--- src/verilog/pie_cfg.svh ---
// Register offsets, field positions and reset values of the interrupt, page and counter bank
`ifndef PIE_CFG_SVH
`define PIE_CFG_SVH
// Offsets are register indexes; the byte address is four times the index
`define PIE_IDX_ISR 6'h12
`define PIE_IDX_FCC 6'h14
`define PIE_IDX_REC 6'h15
`define PIE_IDX_BANK 6'h13
`define PIE_IDX_CFG 6'h20
`define PIE_IDX_EVT 6'h21
`define PIE_IDX_IMASK 6'h22
`define PIE_IDX_ISTAT 6'h23
`define PIE_ENABLE_RST 8'h00
`define PIE_BANK_RST 3'h0
`define PIE_CNT_MAX 8'hFF
`define PIE_CNT_HALF_BIT 7
`define PIE_STAT_BIT 8
`define PIE_BANK_EXT 3'h0
`define PIE_BANK_RSV1 3'h1
`define PIE_BANK_DIAG 3'h2
`define PIE_BANK_RSV3 3'h3
`define PIE_BANK_TPB 3'h4
`define PIE_BANK_TPC5 3'h5
`define PIE_BANK_TPC6 3'h6
`define PIE_CFG_W 4
`define PIE_IRQ_W 2
`endif

--- src/verilog/pie_pkg.sv ---
// Types shared by the interrupt, page and counter bank
package pie_pkg;
	typedef struct packed {
		logic link_quality;
		logic energy_detect;
		logic link_change;
		logic speed_change;
		logic duplex_or_time;
		logic autoneg_done;
		logic false_carrier_half;
		logic rxerr_half;
	} pie_enable_t;

	typedef struct packed {
		logic false_carrier;
		logic rx_error;
		logic carrier_valid;
		logic collision;
		logic control_frame;
	} pie_rx_evt_t;

	typedef enum logic [1:0] {
		PIE_CARRIER_IDLE = 2'b00,
		PIE_CARRIER_OPEN = 2'b01,
		PIE_CARRIER_USED = 2'b10
	} pie_carrier_st_t;
endpackage : pie_pkg

--- src/verilog/pie_bank.sv ---
// Interrupt enables, page choice and error counters behind an AHB-Lite slave
//
// Notes on behaviour
// - Counter modes both off: bit 8 flags receive-error half-full, cleared by read.
// - Either counter mode on: bit 8 flags control frame, cleared by read.
// - Enables 7,6,5,4,2 gate link quality, energy, link, speed, autoneg; reset 0.
// - Enable 3 gates duplex change, or time-protocol when interrupt mode is set.
// - Enable 1 gates false-carrier half-full, or either counter half-full.
// - Enable 0 gates receive-error half-full, or control frame.
// - Three-bit page choice selects bank for 14h-1Fh; 1 and 3 reserved; reset 0. The counters at 14h and 15h answer on every page.
// - Reserved upper bits of page and counter registers ignore writes, read 0.
// - False carrier counter counts events, sticks at FFh, clears on read.
// - Receive error counter counts invalid symbols during valid carrier, clears on read.
// - At most one receive error count per carrier; none during collision.
// - Receive error counter saturates at maximum until cleared.
//
// Chosen here: the AHB-Lite interface to the registers.
`timescale 1ns/1ps
`include "pie_cfg.svh"
module pie_bank (
	// Clock and reset
	input wire logic hclk,
	input wire logic hresetn,
	// AHB-Lite slave
	input wire logic hsel,
	input wire logic [31:0] haddr,
	input wire logic [1:0] htrans,
	input wire logic hwrite,
	input wire logic [2:0] hsize,
	input wire logic [31:0] hwdata,
	input wire logic hready,
	output logic [31:0] hrdata,
	output logic hreadyout,
	output logic hresp,
	// Receive path events, from pins
	input wire logic false_carrier_pin,
	input wire logic rx_error_pin,
	input wire logic carrier_valid_pin,
	input wire logic collision_pin,
	input wire logic control_frame_pin,
	// Other interrupt sources, one-cycle pulses on hclk
	input wire logic link_quality_evt,
	input wire logic energy_detect_evt,
	input wire logic link_change_evt,
	input wire logic speed_change_evt,
	input wire logic duplex_change_evt,
	input wire logic time_protocol_evt,
	input wire logic autoneg_done_evt,
	// Steering and status
	output logic [2:0] bank_choice,
	output logic irq
);
	// Bus address phase capture
	logic wr_pend_q;
	logic [5:0] wr_idx_q;
	wire take = hsel && hready && htrans[1];
	wire [5:0] idx = haddr[7:2];
	wire rd_take = take && !hwrite;
	wire wr_take = take && hwrite;
	wire in_range = (haddr[31:8] == 24'h00_0000);

	always_ff @(posedge hclk or negedge hresetn) begin
		if (!hresetn) begin
			wr_pend_q <= 1'b0;
			wr_idx_q <= 6'h00;
		end else begin
			wr_pend_q <= wr_take && in_range;
			wr_idx_q <= idx;
		end
	end

	// Pin synchronisers
	pie_pkg::pie_rx_evt_t rx_s;
	pie_event_sync u_sync_fc (.hclk(hclk), .hresetn(hresetn), .pin(false_carrier_pin),
		.level(rx_s.false_carrier));
	pie_event_sync u_sync_re (.hclk(hclk), .hresetn(hresetn), .pin(rx_error_pin),
		.level(rx_s.rx_error));
	pie_event_sync u_sync_cv (.hclk(hclk), .hresetn(hresetn), .pin(carrier_valid_pin),
		.level(rx_s.carrier_valid));
	pie_event_sync u_sync_co (.hclk(hclk), .hresetn(hresetn), .pin(collision_pin),
		.level(rx_s.collision));
	pie_event_sync u_sync_cf (.hclk(hclk), .hresetn(hresetn), .pin(control_frame_pin),
		.level(rx_s.control_frame));

	// Edge detect on synchronised levels
	logic fc_prev_q;
	logic cf_prev_q;
	always_ff @(posedge hclk or negedge hresetn) begin
		if (!hresetn) begin
			fc_prev_q <= 1'b0;
			cf_prev_q <= 1'b0;
		end else begin
			fc_prev_q <= rx_s.false_carrier;
			cf_prev_q <= rx_s.control_frame;
		end
	end
	wire fc_event = rx_s.false_carrier && !fc_prev_q;
	wire cf_event = rx_s.control_frame && !cf_prev_q;

	// One receive error per carrier, none while colliding
	pie_pkg::pie_carrier_st_t car_q;
	pie_pkg::pie_carrier_st_t car_d;
	wire re_event = (car_q == pie_pkg::PIE_CARRIER_OPEN) && rx_s.carrier_valid
		&& rx_s.rx_error && !rx_s.collision;
	always_comb begin
		car_d = car_q;
		unique case (car_q)
			pie_pkg::PIE_CARRIER_IDLE: begin
				if (rx_s.carrier_valid) begin
					car_d = pie_pkg::PIE_CARRIER_OPEN;
				end
			end
			pie_pkg::PIE_CARRIER_OPEN: begin
				if (!rx_s.carrier_valid) begin
					car_d = pie_pkg::PIE_CARRIER_IDLE;
				end else if (re_event) begin
					car_d = pie_pkg::PIE_CARRIER_USED;
				end
			end
			pie_pkg::PIE_CARRIER_USED: begin
				if (!rx_s.carrier_valid) begin
					car_d = pie_pkg::PIE_CARRIER_IDLE;
				end
			end
			default: car_d = pie_pkg::PIE_CARRIER_IDLE;
		endcase
	end
	always_ff @(posedge hclk or negedge hresetn) begin
		if (!hresetn) begin
			car_q <= pie_pkg::PIE_CARRIER_IDLE;
		end else begin
			car_q <= car_d;
		end
	end

	// Counters, cleared by a read of their own register
	wire rd_fcc = rd_take && in_range && (idx == `PIE_IDX_FCC);
	wire rd_rec = rd_take && in_range && (idx == `PIE_IDX_REC);
	wire rd_isr = rd_take && in_range && (idx == `PIE_IDX_ISR);
	wire rd_istat = rd_take && in_range && (idx == `PIE_IDX_ISTAT);
	logic [7:0] fc_count;
	logic [7:0] re_count;
	logic fc_half;
	logic re_half;
	pie_sat_counter u_fcc (.hclk(hclk), .hresetn(hresetn), .inc(fc_event), .clr(rd_fcc),
		.count(fc_count), .half_rise(fc_half));
	pie_sat_counter u_rec (.hclk(hclk), .hresetn(hresetn), .inc(re_event), .clr(rd_rec),
		.count(re_count), .half_rise(re_half));

	// Configuration: counter modes, interrupt mode, control-frame config
	logic [`PIE_CFG_W-1:0] cfg_q;
	wire ctr_mode = cfg_q[1] || cfg_q[0];
	wire int_mode = cfg_q[2];
	wire cf_cfg = cfg_q[3] || ctr_mode;

	// Enables and page choice
	pie_pkg::pie_enable_t en_q;
	logic [2:0] bank_q;
	wire wr_isr = wr_pend_q && (wr_idx_q == `PIE_IDX_ISR);
	wire wr_bank = wr_pend_q && (wr_idx_q == `PIE_IDX_BANK);
	wire wr_cfg = wr_pend_q && (wr_idx_q == `PIE_IDX_CFG);
	wire wr_mask = wr_pend_q && (wr_idx_q == `PIE_IDX_IMASK);
	always_ff @(posedge hclk or negedge hresetn) begin
		if (!hresetn) begin
			en_q <= `PIE_ENABLE_RST;
			bank_q <= `PIE_BANK_RST;
			cfg_q <= 4'h0;
		end else begin
			if (wr_isr) begin
				en_q <= hwdata[7:0];
			end
			if (wr_bank) begin
				bank_q <= hwdata[2:0];
			end
			if (wr_cfg) begin
				cfg_q <= hwdata[3:0];
			end
		end
	end
	assign bank_choice = bank_q;

	// Pending flags, one per enable slot
	wire [7:0] raise;
	assign raise[7] = link_quality_evt;
	assign raise[6] = energy_detect_evt;
	assign raise[5] = link_change_evt;
	assign raise[4] = speed_change_evt;
	assign raise[3] = int_mode ? time_protocol_evt : duplex_change_evt;
	assign raise[2] = autoneg_done_evt;
	assign raise[1] = cf_cfg ? (fc_half || re_half) : fc_half;
	assign raise[0] = ctr_mode ? cf_event : re_half;

	logic [7:0] pend_q;
	logic [7:0] pend_d;
	// A new event in the reading cycle survives the clear
	assign pend_d = raise | (rd_isr ? 8'h00 : pend_q);
	always_ff @(posedge hclk or negedge hresetn) begin
		if (!hresetn) begin
			pend_q <= 8'h00;
		end else begin
			pend_q <= pend_d;
		end
	end

	// Separate sticky status of gated interrupts with its own mask
	logic [7:0] istat_q;
	logic [7:0] imask_q;
	wire [7:0] gated = pend_q & en_q;
	always_ff @(posedge hclk or negedge hresetn) begin
		if (!hresetn) begin
			istat_q <= 8'h00;
			imask_q <= 8'h00;
		end else begin
			istat_q <= gated | (rd_istat ? 8'h00 : istat_q);
			if (wr_mask) begin
				imask_q <= hwdata[7:0];
			end
		end
	end
	assign irq = |gated || |(istat_q & ~imask_q);

	// Read data, registered for the data phase
	wire [15:0] isr_word = {7'h00, pend_q[0], en_q};
	wire [15:0] fcc_word = {8'h00, fc_count};
	wire [15:0] rec_word = {8'h00, re_count};
	wire [15:0] bank_word = {13'h0000, bank_q};
	wire [15:0] rd_mux =
		(idx == `PIE_IDX_ISR) ? isr_word :
		(idx == `PIE_IDX_FCC) ? fcc_word :
		(idx == `PIE_IDX_REC) ? rec_word :
		(idx == `PIE_IDX_BANK) ? bank_word :
		(idx == `PIE_IDX_CFG) ? {12'h000, cfg_q} :
		(idx == `PIE_IDX_EVT) ? {8'h00, pend_q} :
		(idx == `PIE_IDX_IMASK) ? {8'h00, imask_q} :
		(idx == `PIE_IDX_ISTAT) ? {8'h00, istat_q} : 16'h0000;
	logic [31:0] rdata_q;
	always_ff @(posedge hclk or negedge hresetn) begin
		if (!hresetn) begin
			rdata_q <= 32'h0000_0000;
		end else if (rd_take) begin
			rdata_q <= in_range ? {16'h0000, rd_mux} : 32'h0000_0000;
		end
	end
	assign hrdata = rdata_q;
	assign hreadyout = 1'b1;
	assign hresp = 1'b0;
endmodule : pie_bank

--- src/verilog/pie_sat_counter.sv ---
// Eight-bit saturating counter cleared by a read
`timescale 1ns/1ps
`include "pie_cfg.svh"
module pie_sat_counter (
	// Clock and reset
	input wire logic hclk,
	input wire logic hresetn,
	// Control
	input wire logic inc,
	input wire logic clr,
	// State
	output logic [7:0] count,
	output logic half_rise
);
	logic [7:0] count_q;
	logic [7:0] count_d;
	wire at_max = (count_q == `PIE_CNT_MAX);
	wire bump = inc && !at_max;
	// An increment in the clearing cycle is kept as a count of one
	assign count_d = clr ? {7'h00, inc} : (bump ? count_q + 8'h01 : count_q);
	assign half_rise = !count_q[`PIE_CNT_HALF_BIT] && count_d[`PIE_CNT_HALF_BIT];
	assign count = count_q;

	always_ff @(posedge hclk or negedge hresetn) begin
		if (!hresetn) begin
			count_q <= 8'h00;
		end else begin
			count_q <= count_d;
		end
	end
endmodule : pie_sat_counter

--- src/verilog/pie_event_sync.sv ---
// Two-flip-flop synchroniser for a pin level
`timescale 1ns/1ps
module pie_event_sync (
	// Clock and reset
	input wire logic hclk,
	input wire logic hresetn,
	// Pin and synchronised level
	input wire logic pin,
	output logic level
);
	logic meta_q;
	logic level_q;
	always_ff @(posedge hclk or negedge hresetn) begin
		if (!hresetn) begin
			meta_q <= 1'b0;
			level_q <= 1'b0;
		end else begin
			meta_q <= pin;
			level_q <= meta_q;
		end
	end
	assign level = level_q;
endmodule : pie_event_sync

--- config.mk ---
export PLATFORM = sky130hd
export DESIGN_NAME = pie_bank
export DESIGN_NICKNAME = d
export VERILOG_FILES = /design/src/verilog/pie_pkg.sv /design/src/verilog/pie_bank.sv /design/src/verilog/pie_sat_counter.sv /design/src/verilog/pie_event_sync.sv
export VERILOG_INCLUDE_DIRS = /design/src /design/src/verilog
export SDC_FILE = /design/constraint.sdc
export NUM_CORES = 1
export LEC_CHECK = 0
export ABC_CLOCK_PERIOD_IN_PS = 2000
export BUFFER_PORTS_ARGS = -buffer_cell sky130_fd_sc_hd__buf_2
export CORE_ASPECT_RATIO = 1.4
export CORE_UTILIZATION = 40
export CTS_CLUSTER_DIAMETER = 100
export CTS_CLUSTER_SIZE = 8
export DETAILED_ROUTE_END_ITERATION = 12
export PLACE_DENSITY_LB_ADDON = 0.1
export SYNTH_ARGS = -nofsm -noshare
export SYNTH_HDL_FRONTEND = slang
export SYNTH_SLANG_ARGS = --single-unit
--- constraint.sdc ---
create_clock -name hclk -period 2 [get_ports hclk]
set_clock_uncertainty 0.2 [all_clocks]
set_input_delay 0.4 -clock hclk [delete_from_list [all_inputs] [get_ports hclk]]
set_output_delay 0.4 -clock hclk [all_outputs]
set_load 0.005 [all_outputs]
# Yosys cells after proc, flatten, opt, wreduce, memory -nomap -nowiden
# Cells that the tools add are included.
[op_classes] add_sub_neg=2 n_mul=0 n_div=0 n_lt_le_gt_ge=0 eq_ne=19 shifts=0 muxes=23 n_bitwise=5 reduce_logical=42
[ops] operator="$mux 8" n=13
[ops] operator="$eq 6x5->1 const B" n=6
[ops] operator="$eq 6x6->1 const B" n=6
[ops] operator="$logic_not 24->1" n=1
[ops] operator="$logic_and 1x1->1" n=23
[ops] operator="$mux 9" n=2
[ops] operator="$add 8x1->8 const B" n=2
[ops] operator="$and 8x8->8" n=2
[ops] operator="$eq 8x8->1 const B" n=2
[ops] operator="$or 8x8->8" n=2
[ops] operator="$reduce_or 8->1" n=2
[ops] operator="$logic_not 1->1" n=8
[ops] operator="$mux 2" n=4
[ops] operator="$not 8->8" n=1
[ops] operator="$pmux 2 s3" n=1
[ops] operator="$logic_or 1x1->1" n=4
[ops] operator="$reduce_bool 2->1" n=2
[ops] operator="$mux 1" n=3
[ops] operator="$ne 3x2->1 const B" n=1
[ops] operator="$reduce_and 3->1" n=1
[ops] operator="$eq 2x1->1 const B" n=1
[ops] operator="$eq 2x2->1 const B" n=1
[ops] operator="$logic_not 2->1" n=1
[ops] operator="$ne 2x1->1 const B" n=1
[ops] operator="$ne 2x2->1 const B" n=1
[word_totals] ff_bits=108 latchBits=0 ramBits=0 rom_bits=0 output_inout_bits=38 word_cells=124 memories=0

# Depth between registers and ports, before layout
# Gate-level depths: netlist (run 1).
[logic_depth] depth_word=11 depth_mapped=7 depth_no_buf=6

# By module
# Synthesis (run 1) repeated with hierarchy kept, for this count alone.
[unflattened] hier_cells=369 area_unflattened_um2=4240.3
[modules_own_cells] mod="pie_bank" n_inst=1 cells_each=269 area_each_um2=3064.2 seq_area_each_um2=1476.4
[modules_own_cells] mod="pie_sat_counter" n_inst=2 cells_each=45 area_each_um2=462.9 seq_area_each_um2=200.2
[modules_own_cells] mod="pie_event_sync" n_inst=5 cells_each=2 area_each_um2=50.0 seq_area_each_um2=50.0

# Least setup slack after synthesis (run 1)
# Ideal clock, no wire load.
[synth_timing] kind="input to register" startpoint="input port haddr[5]" endpoint="register pend_q[3]" setup_time_ns=0.126 arrival_time_ns=2.105 slack_ns=-0.431 cell_stages=6 path_cell_list="or3b_1 -> or3_1 -> buf_6 -> or4_4 -> buf_6 -> a221o_1"
[synth_via] elab_chain_cells=4
[synth_rtl] element="start, declared" line_no="pie_bank.sv:26" text="input wire logic [31:0] haddr,"
[synth_rtl] element="$eq 6x5->1 (no source line)"
[synth_rtl] element="$logic_and 1x1->1" line_no="pie_bank.sv:139" text="wire rd_isr = rd_take && in_range && (idx == `PIE_IDX_ISR);"
[synth_rtl] element="$mux 8" line_no="pie_bank.sv:196" text="assign pend_d = raise | (rd_isr ? 8'h00 : pend_q);"
[synth_rtl] element="$or 8x8->8" line_no="pie_bank.sv:196"
[synth_rtl] element="named net pend_d[3]" line_no="pie_bank.sv:194" text="logic [7:0] pend_d;"
[synth_rtl] element="end signal, assigned" line_no="pie_bank.sv:201" text="pend_q <= pend_d;"
[synth_rtl] element="end, declared" line_no="pie_bank.sv:193" text="logic [7:0] pend_q;"
# The timed path passes the listed nets, and every way through them passes these cells.
# A chain may end at the register's enable or synchronous reset.

# Worst setup path in the final report (run 1)
[layout_timing] startpoint="register istat_q[2]" endpoint="output port irq"
[layout_via] elab_chain_cells=3
[layout_rtl] element="start, declared" line_no="pie_bank.sv:206" text="logic [7:0] istat_q;"
[layout_rtl] element="start signal, assigned" line_no="pie_bank.sv:214" text="istat_q <= gated | (rd_istat ? 8'h00 : istat_q);"
[layout_rtl] element="$and 8x8->8" line_no="pie_bank.sv:220" text="assign irq = |gated || |(istat_q & ~imask_q);"
[layout_rtl] element="$reduce_or 8->1" line_no="pie_bank.sv:220"
[layout_rtl] element="$logic_or 1x1->1" line_no="pie_bank.sv:220"
[layout_rtl] element="end, declared" line_no="pie_bank.sv:51" text="output logic irq"
# Every way passes these cells.

==> metrics.md, run 1 <==
| Metric | Value |
|---|---|
| Proportion of synthesized chip area in sequential cells | `0.5104` |
| Fraction of layout cells with a size suffix above 1 | `0.4047` |
| Die Outline Area | `10840 sq um` |
| Number of placed instances, taps included | `619` |
| Endpoint kind of the worst setup timing path | `primary output` |
| Status | `complete, but fails checks` |
| Insertion delay of the later-clocked pin in the worst-skew pair | `0.34 ns` |
| Main synth FF type | `sky130_fd_sc_hd__dfrtp_1` |
| Number of distinct library cells after synthesis | `58` |
| Top Ports | `124` |
| Minimum setup slack in the final design | `-0.1884 ns` |
| Routed via count divided by cell count | `5.175` |
| DIE HEIGHT | `122.8 um` |
| Root Buffer | `sky130_fd_sc_hd__clkbuf_16` |
| Drt drc | `0` |
| Area taken by multi-input logic gates | `1978 sq um` |
| Worst hold slack | `0.03651 ns` |
| Arrival time reported for the critical path endpoint | `1.59 ns` |
| Mapped Area | `4168 sq um` |
| Core outline area | `10010 sq um` |
| Wire length after detailed routing | `10550 um` |
| Post-Synth XOR/XNOR Area | `0.02312` |
| Vias in the first global route | `3434` |
| Leading cell type in the layout, fill and taps excluded | `sky130_fd_sc_hd__dfrtp_1` |
| First drt pass iteration count | `4` |
| Startpoint of the lowest-slack register-to-register path | `car_q[1]` |
| Clock edge transition at the registers on the reported setup and hold paths | `0.06 ns` |
| Instance count of the mapped netlist | `375` |
| Largest net degree at the start of global routing | `33` |
| Area after detailed placement | `4994 sq um` |
| Wire length of the first global-routing pass | `17130 um` |
| Area added between synthesis and finish | `32.18%` |
| Via count | `3333` |
| Min cycle time layout | `2.188 ns` |
| Post-layout nets | `592` |
| Synth async-reset ratio | `1.000` |
| Post-DP HPWL | `8067 um` |
| Total area of sequential cells | `2127 sq um` |
| Power Dens Cells | `767.0 nW/um^2` |
| Number of maximum-capacitance constraint violations | `0` |
| Number of sinks driven by the clock tree | `85` |
| Final core utilization | `0.5505` |
| Initial Utilization | `0.4165` |
| Largest fanout on the critical path | `2` |
| Clock tree from TritonCTS | `built` |
| Maximum buffer depth of the clock tree | `2` |
| Synth Area in Simple Gates | `0.1636` |
| Compound-cell area share of the yosys netlist | `0.1291` |
| Yosys Warn Count | `0` |
| RSZ-0062 raised after global routing | `yes` |
| Post-route antenna net violation count | `0` |
| Mux cell area share after synthesis | `0.09907` |
| Count of endpoints failing setup in the final report | `2` |
| Pre-CTS setup slack | `-0.4332 ns` |
| Data required time at the worst endpoint | `1.40 ns` |
| Path category of the worst min-delay check | `in -> reg` |
| Final Max Slew Viols | `0` |
| Period utilisation layout | `1.094` |
| Total negative slack for setup checks | `-0.2462 ns` |
| Violated checks | `setup timing` |
| Worst vdd ir | `0.0004317 V` |
| Number of non-filler instances in the completed layout | `644` |
| Highest-count cells in the layout ignoring fill and taps | `85 x sky130_fd_sc_hd__dfrtp_1, 66 x sky130_fd_sc_hd__buf_2, 57 x sky130_fd_sc_hd__buf_4, 31 x sky130_fd_sc_hd__nor2_1, 26 x sky130_fd_sc_hd__mux2_2` |
| Critical path class | `reg -> out` |
| Number of core rows | `43` |
| Number of violations reported at the end of detailed-routing iteration 0 | `186` |
| Synth Register Bits | `85` |
| Design Power | `4.226 mW` |
| LEAKAGE | `2.501 nW` |
| Final hold violation count | `0` |
| Fillers | `931` |
| Wire length per cell | `16.38 um` |
| CTS H-tree depth | `3` |
| Overflow left after global routing | `0` |
| Number of diodes | `0` |
| Placer Congestion | `0.8451` |
| Aggregate global-route resource usage | `0.2149` |
| Hold path start | `energy_detect_evt` |
| Die extent in x | `88.27 um` |
| Count of flip-flops with a built-in enable after synthesis | `0` |
| Adder-cell area share of the yosys netlist | `0.006004` |
| Count of input and output buffers | `68` |
| Launch point of the critical path | `istat_q[2]` |
| F_max | `456.9 MHz` |
| Post-route cell area | `5509 sq um` |
| Main combinational cell family by area after synthesis | `simple AND/OR/NAND/NOR gates` |
| Synth Area per Inst | `11.11 sq um` |
| Startpoint types | `flop` |
| Number of CTS-inserted buffers | `9` |
| Antenna violations before repair | `0` |
[report_power, final]
group / switching [mW] / internal [mW] / leakage (nW) / total [mW]
Clock: 0.662 / 1.16 / 0.166 / 1.82
Combinational: 0.241 / 0.231 / 1.31 / 0.473
Sequential: 0.109 / 1.82 / 1.03 / 1.93
[cell type report]
cell class / count / share of cell area
timing repair buffer: 132 / 0.1578
clock buffer: 11 / 0.04588
inverter: 8 / 0.005451
tap: 135 / 0.03066
clock inverter: 5 / 0.01499
sequential: 85 / 0.3861
multi-input combinational: 268 / 0.3591
[timing repair]
| action | in CTS | in global routing |
|---|---|---|
| pin swaps | 3 | 8 |
| setup endpoints to repair | 5 | 21 |
| hold buffers | 6 | 0 |
| resized for setup | 14 | 7 |
| buffers inserted | 1 | 2 |
| hold endpoints to repair | 35 | 0 |
[routing by layer]
layer | track usage | wire, um | vias up | part of all wire
met4 | 0.08065 | 193 | 0 | 0.018
met5 | 0 | 0 | - | 0
met2 | 0.3712 | 5430 | 106 | 0.51
met3 | 0.04169 | 572 | 15 | 0.054
li1 | - | - | 1588 | -
met1 | 0.2625 | 4354 | 1624 | 0.41
[worst max-delay path, stage by stage, from the launching register on]
cell,delay [ns]
sky130_fd_sc_hd__dfrtp_1,0.38
sky130_fd_sc_hd__nor2b_4,0.13
sky130_fd_sc_hd__a21oi_2,0.11
sky130_fd_sc_hd__o221ai_2,0.10
sky130_fd_sc_hd__a2111oi_2,0.23
sky130_fd_sc_hd__nand4_1,0.16
sky130_fd_sc_hd__buf_2,0.15
[cells in the mapped netlist (4+ instances only)]
cell                       count  area (sq um)
sky130_fd_sc_hd__dfrtp_1      85          2127
sky130_fd_sc_hd__nor2_1       32         120.1
sky130_fd_sc_hd__mux2_2       26         292.8
sky130_fd_sc_hd__buf_4        25         187.7
sky130_fd_sc_hd__nand2_1      22         82.58
sky130_fd_sc_hd__nand3_1      13         65.06
sky130_fd_sc_hd__a22o_1       11         96.34
sky130_fd_sc_hd__o21ai_0      10         50.05
sky130_fd_sc_hd__a21oi_1       9         45.04
sky130_fd_sc_hd__nand4_1       9         56.30
sky130_fd_sc_hd__nor2b_1       9         56.30
sky130_fd_sc_hd__a22oi_1       8         60.06
sky130_fd_sc_hd__inv_1         8         30.03
sky130_fd_sc_hd__nor4_1        8         50.05
sky130_fd_sc_hd__xor2_1        8         70.07
sky130_fd_sc_hd__clkbuf_1      7         26.28
sky130_fd_sc_hd__o31ai_1       7         52.55
sky130_fd_sc_hd__a21o_2        5         43.79
sky130_fd_sc_hd__a311oi_1      4         35.03
sky130_fd_sc_hd__mux4_2        4         90.09
[registers in the layout (all words and copies together) (netlist names), 6 cells and up]
name         count
u_fcc.count      8
u_rec.count      8
istat_q          8
hrdata           9
wr_idx_q         6
en_q             8
imask_q          8
pend_q           8
[final timing paths]
path,endpoint,slack [ns],cells past startpoint
max,irq,-0.19,6
min,pend_q[6],0.04,2
max reg2reg,u_rec.count[7],0.07,6
min reg2reg,u_sync_re.level,0.15,0
max in group asynchronous,cfg_q[3],0.76,3
min in group asynchronous,u_sync_re.meta_q,0.35,2
[kinds of logic after synthesis]
kind of cell,after synthesis
AND/OR/NAND/NOR,125
flip-flops,85
AO/OA/AOI/OAI,72
buffers and inverters,45
multiplexers,33
XOR/XNOR,11
adder cells (fa/ha/maj),2
other,2
No activity file was read; power rests on OpenSTA's default activity.
==> run 2: changes to the inputs <==
- SETUP_SLACK_MARGIN: unset -> 0.02
==> run 2 against run 1 <==
Net effect: via count fell by 0.63%; register-to-register slack improved by 0.05 ns; sequential power barely moved; first-iteration DRC count fell by 0.54%; largest cell class unchanged; critical path type unchanged; global-route usage fell by 0.063 points; sequential cell count did not move; wire length rose by 0.68%; maximum frequency rose by 1.3%; the flow still finishes with violations (setup timing); worst hold slack barely moved; combinational power rose by 2%; clock-buffer cell count rose by 1; setup slack improved by 0.029 ns.
==> metrics.md, run 2 (synthesis gave the netlist of run 1 again) <==
| Metric | Value |
|---|---|
| Wire length after detailed routing | `10620 um` |
| F_max | `463.0 MHz` |
| Violated checks | `setup timing` |
| Power Dens Cells | `754.0 nW/um^2` |
| Count of input and output buffers | `68` |
| Number of flip-flops under the largest register name | `9` |
| Die Outline Area | `10840 sq um` |
| Arrival time reported for the critical path endpoint | `1.56 ns` |
| Cell-internal power | `3.113 mW` |
| Core outline area | `10010 sq um` |
| Maximum buffer depth of the clock tree | `2` |
| Clock share of power | `0.415` |
| Minimum setup slack in the final design | `-0.1597 ns` |
| Vias in the first global route | `3445` |
| Sw Pwr | `1.016 mW` |
| Initial Utilization | `0.4165` |
| Aggregate global-route resource usage | `0.2143` |
| Worst vdd ir | `0.0005240 V` |
| Number of diodes | `0` |
| Wire length of the first global-routing pass | `16990 um` |
| Final Max Slew Viols | `0` |
| Fraction of layout cells with a size suffix above 1 | `0.4024` |
| Min cycle time layout | `2.160 ns` |
| Area after detailed placement | `4981 sq um` |
| Number of violations reported at the end of detailed-routing iteration 0 | `185` |
| Number of core rows | `43` |
| Worst hold slack | `0.03658 ns` |
| Path category of the worst min-delay check | `in -> reg` |
| Launch point of the critical path | `istat_q[2]` |
| Area added between synthesis and finish | `31.40%` |
| Flop pwr share | `0.468` |
| Clock edge transition at the registers on the reported setup and hold paths | `0.06 ns` |
| CTS H-tree depth | `3` |
| Net Sw Frac | `0.2461` |
| Hold path start | `energy_detect_evt` |
| Number of placed instances, taps included | `619` |
| Count of endpoints failing setup in the final report | `2` |
| Largest fanout on the critical path | `2` |
| Combinational fraction of design power | `0.117` |
| Post-route cell area | `5477 sq um` |
| Number of maximum-capacitance constraint violations | `0` |
| Overflow left after global routing | `0` |
| Top Ports | `124` |
| Leading cell type in the layout, fill and taps excluded | `sky130_fd_sc_hd__dfrtp_1` |
| Root Buffer | `sky130_fd_sc_hd__clkbuf_16` |
| Fillers | `925` |
| Number of CTS-inserted buffers | `9` |
| Total negative slack for setup checks | `-0.2408 ns` |
| Routed via count divided by cell count | `5.159` |
| Placer Congestion | `0.8302` |
| Post-layout nets | `591` |
| DIE HEIGHT | `122.8 um` |
| Highest-count cells in the layout ignoring fill and taps | `85 x sky130_fd_sc_hd__dfrtp_1, 66 x sky130_fd_sc_hd__buf_2, 57 x sky130_fd_sc_hd__buf_4, 31 x sky130_fd_sc_hd__nor2_1, 26 x sky130_fd_sc_hd__mux2_2` |
| Final hold violation count | `0` |
| RSZ-0062 raised after global routing | `yes` |
| Die extent in x | `88.27 um` |
| Endpoint kind of the worst setup timing path | `primary output` |
| First drt pass iteration count | `4` |
| Number of sinks driven by the clock tree | `85` |
| Drt drc | `0` |
| Post-DP HPWL | `8007 um` |
| Startpoint types | `flop` |
| Status | `complete, but fails checks` |
| Largest net degree at the start of global routing | `40` |
| Post-route antenna net violation count | `0` |
| Period utilisation layout | `1.080` |
| Clock tree from TritonCTS | `built` |
| Data required time at the worst endpoint | `1.40 ns` |
| Antenna violations before repair | `0` |
| Number of non-filler instances in the completed layout | `642` |
| Insertion delay of the later-clocked pin in the worst-skew pair | `0.34 ns` |
| LEAKAGE | `2.473 nW` |
| Via count | `3312` |
| Startpoint of the lowest-slack register-to-register path | `imask_q[3]` |
| Wire length per cell | `16.55 um` |
| Critical path class | `reg -> out` |
## run 2: metal layers
metal | up-vias | GRT usage | wire length (um)
li1 | 1584 | - | -
met1 | 1611 | 0.2632 | 4640
met2 | 102 | 0.3611 | 5289
met3 | 15 | 0.03564 | 416
met4 | 0 | 0.1048 | 277
met5 | - | 0 | 0
## run 2: path summary, 6_finish.rpt
path,to,slack [ns],depth (start not counted)
max in group asynchronous,hrdata[0],0.67,3
worst min-delay path,pend_q[6],0.04,2
worst min register to register,u_sync_re.level,0.15,0
min in group asynchronous,en_q[6],0.34,2
worst max register to register,hrdata[3],0.12,5
worst max-delay path,irq,-0.16,6
## run 2: worst max-delay path, stage by stage (launching register included)
cell                        delay (ns)
sky130_fd_sc_hd__dfrtp_1          0.38
sky130_fd_sc_hd__nor2b_4          0.13
sky130_fd_sc_hd__a21oi_2          0.11
sky130_fd_sc_hd__o221ai_2         0.11
sky130_fd_sc_hd__a2111oi_4        0.22
sky130_fd_sc_hd__nand4_1          0.13
sky130_fd_sc_hd__buf_2            0.14
## run 2: repair_timing
item	CTS	global route
cloned	0	0
endpoints found under the setup margin	12	21
setup buffers	1	1
gates resized for setup	12	9
endpoints found under the hold margin	35	0
hold buffers	6	0
pin swaps	3	9
## run 2: power groups by stage
stage	registers, mW	logic, mW	clock network (mW)
after CTS	1.93	0.480	1.76
after global placement	1.96	0.453	0
after floorplan	1.93	0.277	0
final	1.93	0.483	1.71
after detailed placement	1.96	0.464	0
after global routing	1.94	0.554	1.82
## run 2: area by class of cell
cell class	count	area, sq um	share of cell area
flip-flops and latches	85	2127	0.3884
multi-input cells	268	1991	0.3635
repair buffers	131	849.6	0.1551
clock buffers	12	266.5	0.04866
well taps	135	168.9	0.03084
clock inverters	3	43.79	0.007996
inverters	8	30.03	0.005483
## run 2: stage by stage
stage	util	power, mW	worst slack (ns)
2_1_floorplan	-	2.208	-0.4309
3_3_place_gp	0.4977	2.415	-0.4129
3_5_place_dp	0.4977	2.423	-0.4262
4_1_cts	0.5409	4.170	-0.1631
5_1_grt	0.5473	4.320	-0.2502
6_report	0.5473	4.129	-0.1597
==> run 3: changes to the inputs <==
- MAX_ROUTING_LAYER: unset -> met4
==> run 3 against run 2 <==
Net effect: the flow still finishes with violations (setup timing); critical endpoint unchanged; critical path depth shrank 1; setup slack gained 0.0045 ns; clock power is essentially flat; critical path type unchanged.
==> metrics.md, run 3 (synthesis gave the netlist of run 1 again) <==
| Metric | Value |
|---|---|
| Status | `complete, but fails checks` |
| Violated checks | `setup timing` |
| Critical path class | `reg -> out` |
| Area added between synthesis and finish | `31.40%` |
| Via count | `3290` |
| Die Outline Area | `10840 sq um` |
| Leading cell type in the layout, fill and taps excluded | `sky130_fd_sc_hd__dfrtp_1` |
| Total negative slack for setup checks | `-0.2283 ns` |
| Net Sw Frac | `0.2458` |
| Count of input and output buffers | `68` |
| Number of core rows | `43` |
| Data required time at the worst endpoint | `1.40 ns` |
| Fraction of layout cells with a size suffix above 1 | `0.4024` |
| Vias in the first global route | `3448` |
| Cell-internal power | `3.113 mW` |
| Launch point of the critical path | `istat_q[0]` |
| Worst vdd ir | `0.0005223 V` |
| Worst Setup EP | `irq` |
| Fillers | `925` |
| Startpoint types | `flop` |
| Die extent in x | `88.27 um` |
| Insertion delay of the later-clocked pin in the worst-skew pair | `0.34 ns` |
| DIE HEIGHT | `122.8 um` |
| Largest fanout on the critical path | `3` |
| Minimum setup slack in the final design | `-0.1551 ns` |
| Final hold violation count | `0` |
| Number of sinks driven by the clock tree | `85` |
| Number of diodes | `0` |
| Power Dens Cells | `753.7 nW/um^2` |
| Worst hold slack | `0.03820 ns` |
| Aggregate global-route resource usage | `0.2205` |
| Stages on the worst setup path | `5` |
| Sw Pwr | `1.014 mW` |
| Number of violations reported at the end of detailed-routing iteration 0 | `182` |
| Wire length of the first global-routing pass | `17020 um` |
| Startpoint of the lowest-slack register-to-register path | `imask_q[3]` |
| Clock share of power | `0.415` |
| FF-to-FF setup slack | `0.12 ns` |
| CP max-delay cell | `sky130_fd_sc_hd__dfrtp_1` |
| Post-route cell area | `5477 sq um` |
| List of cells traversed by the critical path | `inv_1, o22ai_1, a2111oi_4, nand4_1, buf_2` |
| Initial Utilization | `0.4165` |
| Placer Congestion | `0.8429` |
| Min cycle time layout | `2.155 ns` |
| CTS H-tree depth | `3` |
| Count of endpoints failing setup in the final report | `2` |
| Overflow left after global routing | `0` |
| Top Ports | `124` |
| Flop pwr share | `0.468` |
| Post-route antenna net violation count | `0` |
| RSZ-0062 raised after global routing | `yes` |
| Final core utilization | `0.5473` |
| Period utilisation layout | `1.078` |
| Number of flip-flops under the largest register name | `9` |
| Clock edge transition at the registers on the reported setup and hold paths | `0.06 ns` |
| Endpoint kind of the worst setup timing path | `primary output` |
| Longest individual stage delay on the worst path | `0.41 ns` |
| Area after detailed placement | `4981 sq um` |
| Root Buffer | `sky130_fd_sc_hd__clkbuf_16` |
| Reg-to-reg endpoint | `hrdata[3]` |
| Core outline area | `10010 sq um` |
| Antenna violations before repair | `0` |
| Post-layout nets | `591` |
| Design Power | `4.127 mW` |
| Largest net degree at the start of global routing | `40` |
| Arrival time reported for the critical path endpoint | `1.56 ns` |
| Drt drc | `0` |
| First drt pass iteration count | `4` |
| Number of buffers and inverters on the critical path | `2` |
| Path category of the worst min-delay check | `in -> reg` |
| Post-DP HPWL | `8007 um` |
| Number of maximum-capacitance constraint violations | `0` |
| Wire length after detailed routing | `10600 um` |
| Clock tree from TritonCTS | `built` |
| CP top delay family | `compound AO/OA/AOI/OAI gates` |
| F_max | `464.0 MHz` |
| Final Max Slew Viols | `0` |
| LEAKAGE | `2.473 nW` |
| Worst R2R Path Depth | `5` |
| Highest-count cells in the layout ignoring fill and taps | `85 x sky130_fd_sc_hd__dfrtp_1, 66 x sky130_fd_sc_hd__buf_2, 57 x sky130_fd_sc_hd__buf_4, 31 x sky130_fd_sc_hd__nor2_1, 26 x sky130_fd_sc_hd__mux2_2` |
| Number of CTS-inserted buffers | `9` |
| Wire length per cell | `16.51 um` |
| Maximum buffer depth of the clock tree | `2` |
| Routed via count divided by cell count | `5.125` |
| Combinational fraction of design power | `0.117` |
==> run 3: cell counts in the layout (fill, tap and decap cells not counted) <==
Identical to the previous run, type by type.
==> run 3: how the worst min path moves through the flow <==
| stage | from | end | depth (start not counted) |
|---|---|---|---|
| floorplan | hresetn | bank_choice[0] | 0 |
| global placement | u_sync_co.meta_q | u_sync_co.level | 0 |
| detailed placement | u_sync_re.meta_q | u_sync_re.level | 0 |
| CTS | energy_detect_evt | pend_q[6] | 2 |
| global route | energy_detect_evt | pend_q[6] | 2 |
| finish | energy_detect_evt | pend_q[6] | 2 |
==> run 3: power by group through the flow <==
stage	Combinational [mW]	Clock (mW)	Sequential, mW
floorplan	0.277	0	1.93
global placement	0.453	0	1.96
detailed placement	0.464	0	1.96
CTS	0.480	1.76	1.93
global route	0.554	1.83	1.94
finish	0.483	1.71	1.93
==> run 3: area by class of cell <==
cell class,instances,area (sq um),share of cell area
clock buffer,12,266.5,0.04866
sequential,85,2127,0.3884
timing repair buffer,131,849.6,0.1551
multi-input combinational,268,1991,0.3635
inverter,8,30.03,0.005483
clock inverter,3,43.79,0.007996
tap,135,168.9,0.03084
==> run 3: repair_timing <==
action | in CTS | in global routing
pin swaps | 3 | 9
hold buffers | 6 | 0
setup endpoints to repair | 12 | 21
resized for setup | 12 | 9
setup buffers | 1 | 1
endpoints found under the hold margin | 35 | 0
==> run 3: layer usage <==
layer  vias to the layer above  GRT usage  part of all wire
met4                         0     0.1048             0.019
li1                       1587          -                 -
met5                         -          -                 0
met2                        94     0.3611              0.50
met1                      1596     0.2654              0.44
met3                        13    0.03228             0.036
==> run 3: worst register-to-register path, cell delays in order, from the launching register on <==
cell	delay, ns
sky130_fd_sc_hd__dfrtp_1	0.42
sky130_fd_sc_hd__mux4_2	0.49
sky130_fd_sc_hd__a21o_1	0.20
sky130_fd_sc_hd__o21ai_2	0.12
sky130_fd_sc_hd__a2111oi_2	0.06
sky130_fd_sc_hd__a221o_1	0.27
==> run 3: per-stage QoR <==
| stage | cells | setup WS [ns] |
|---|---|---|
| 2_1_floorplan | 398 | -0.4309 |
| 3_3_place_gp | 619 | -0.4129 |
| 3_5_place_dp | 619 | -0.4262 |
| 4_1_cts | 641 | -0.1631 |
| 5_1_grt | 642 | -0.2500 |
| 6_report | 642 | -0.1551 |
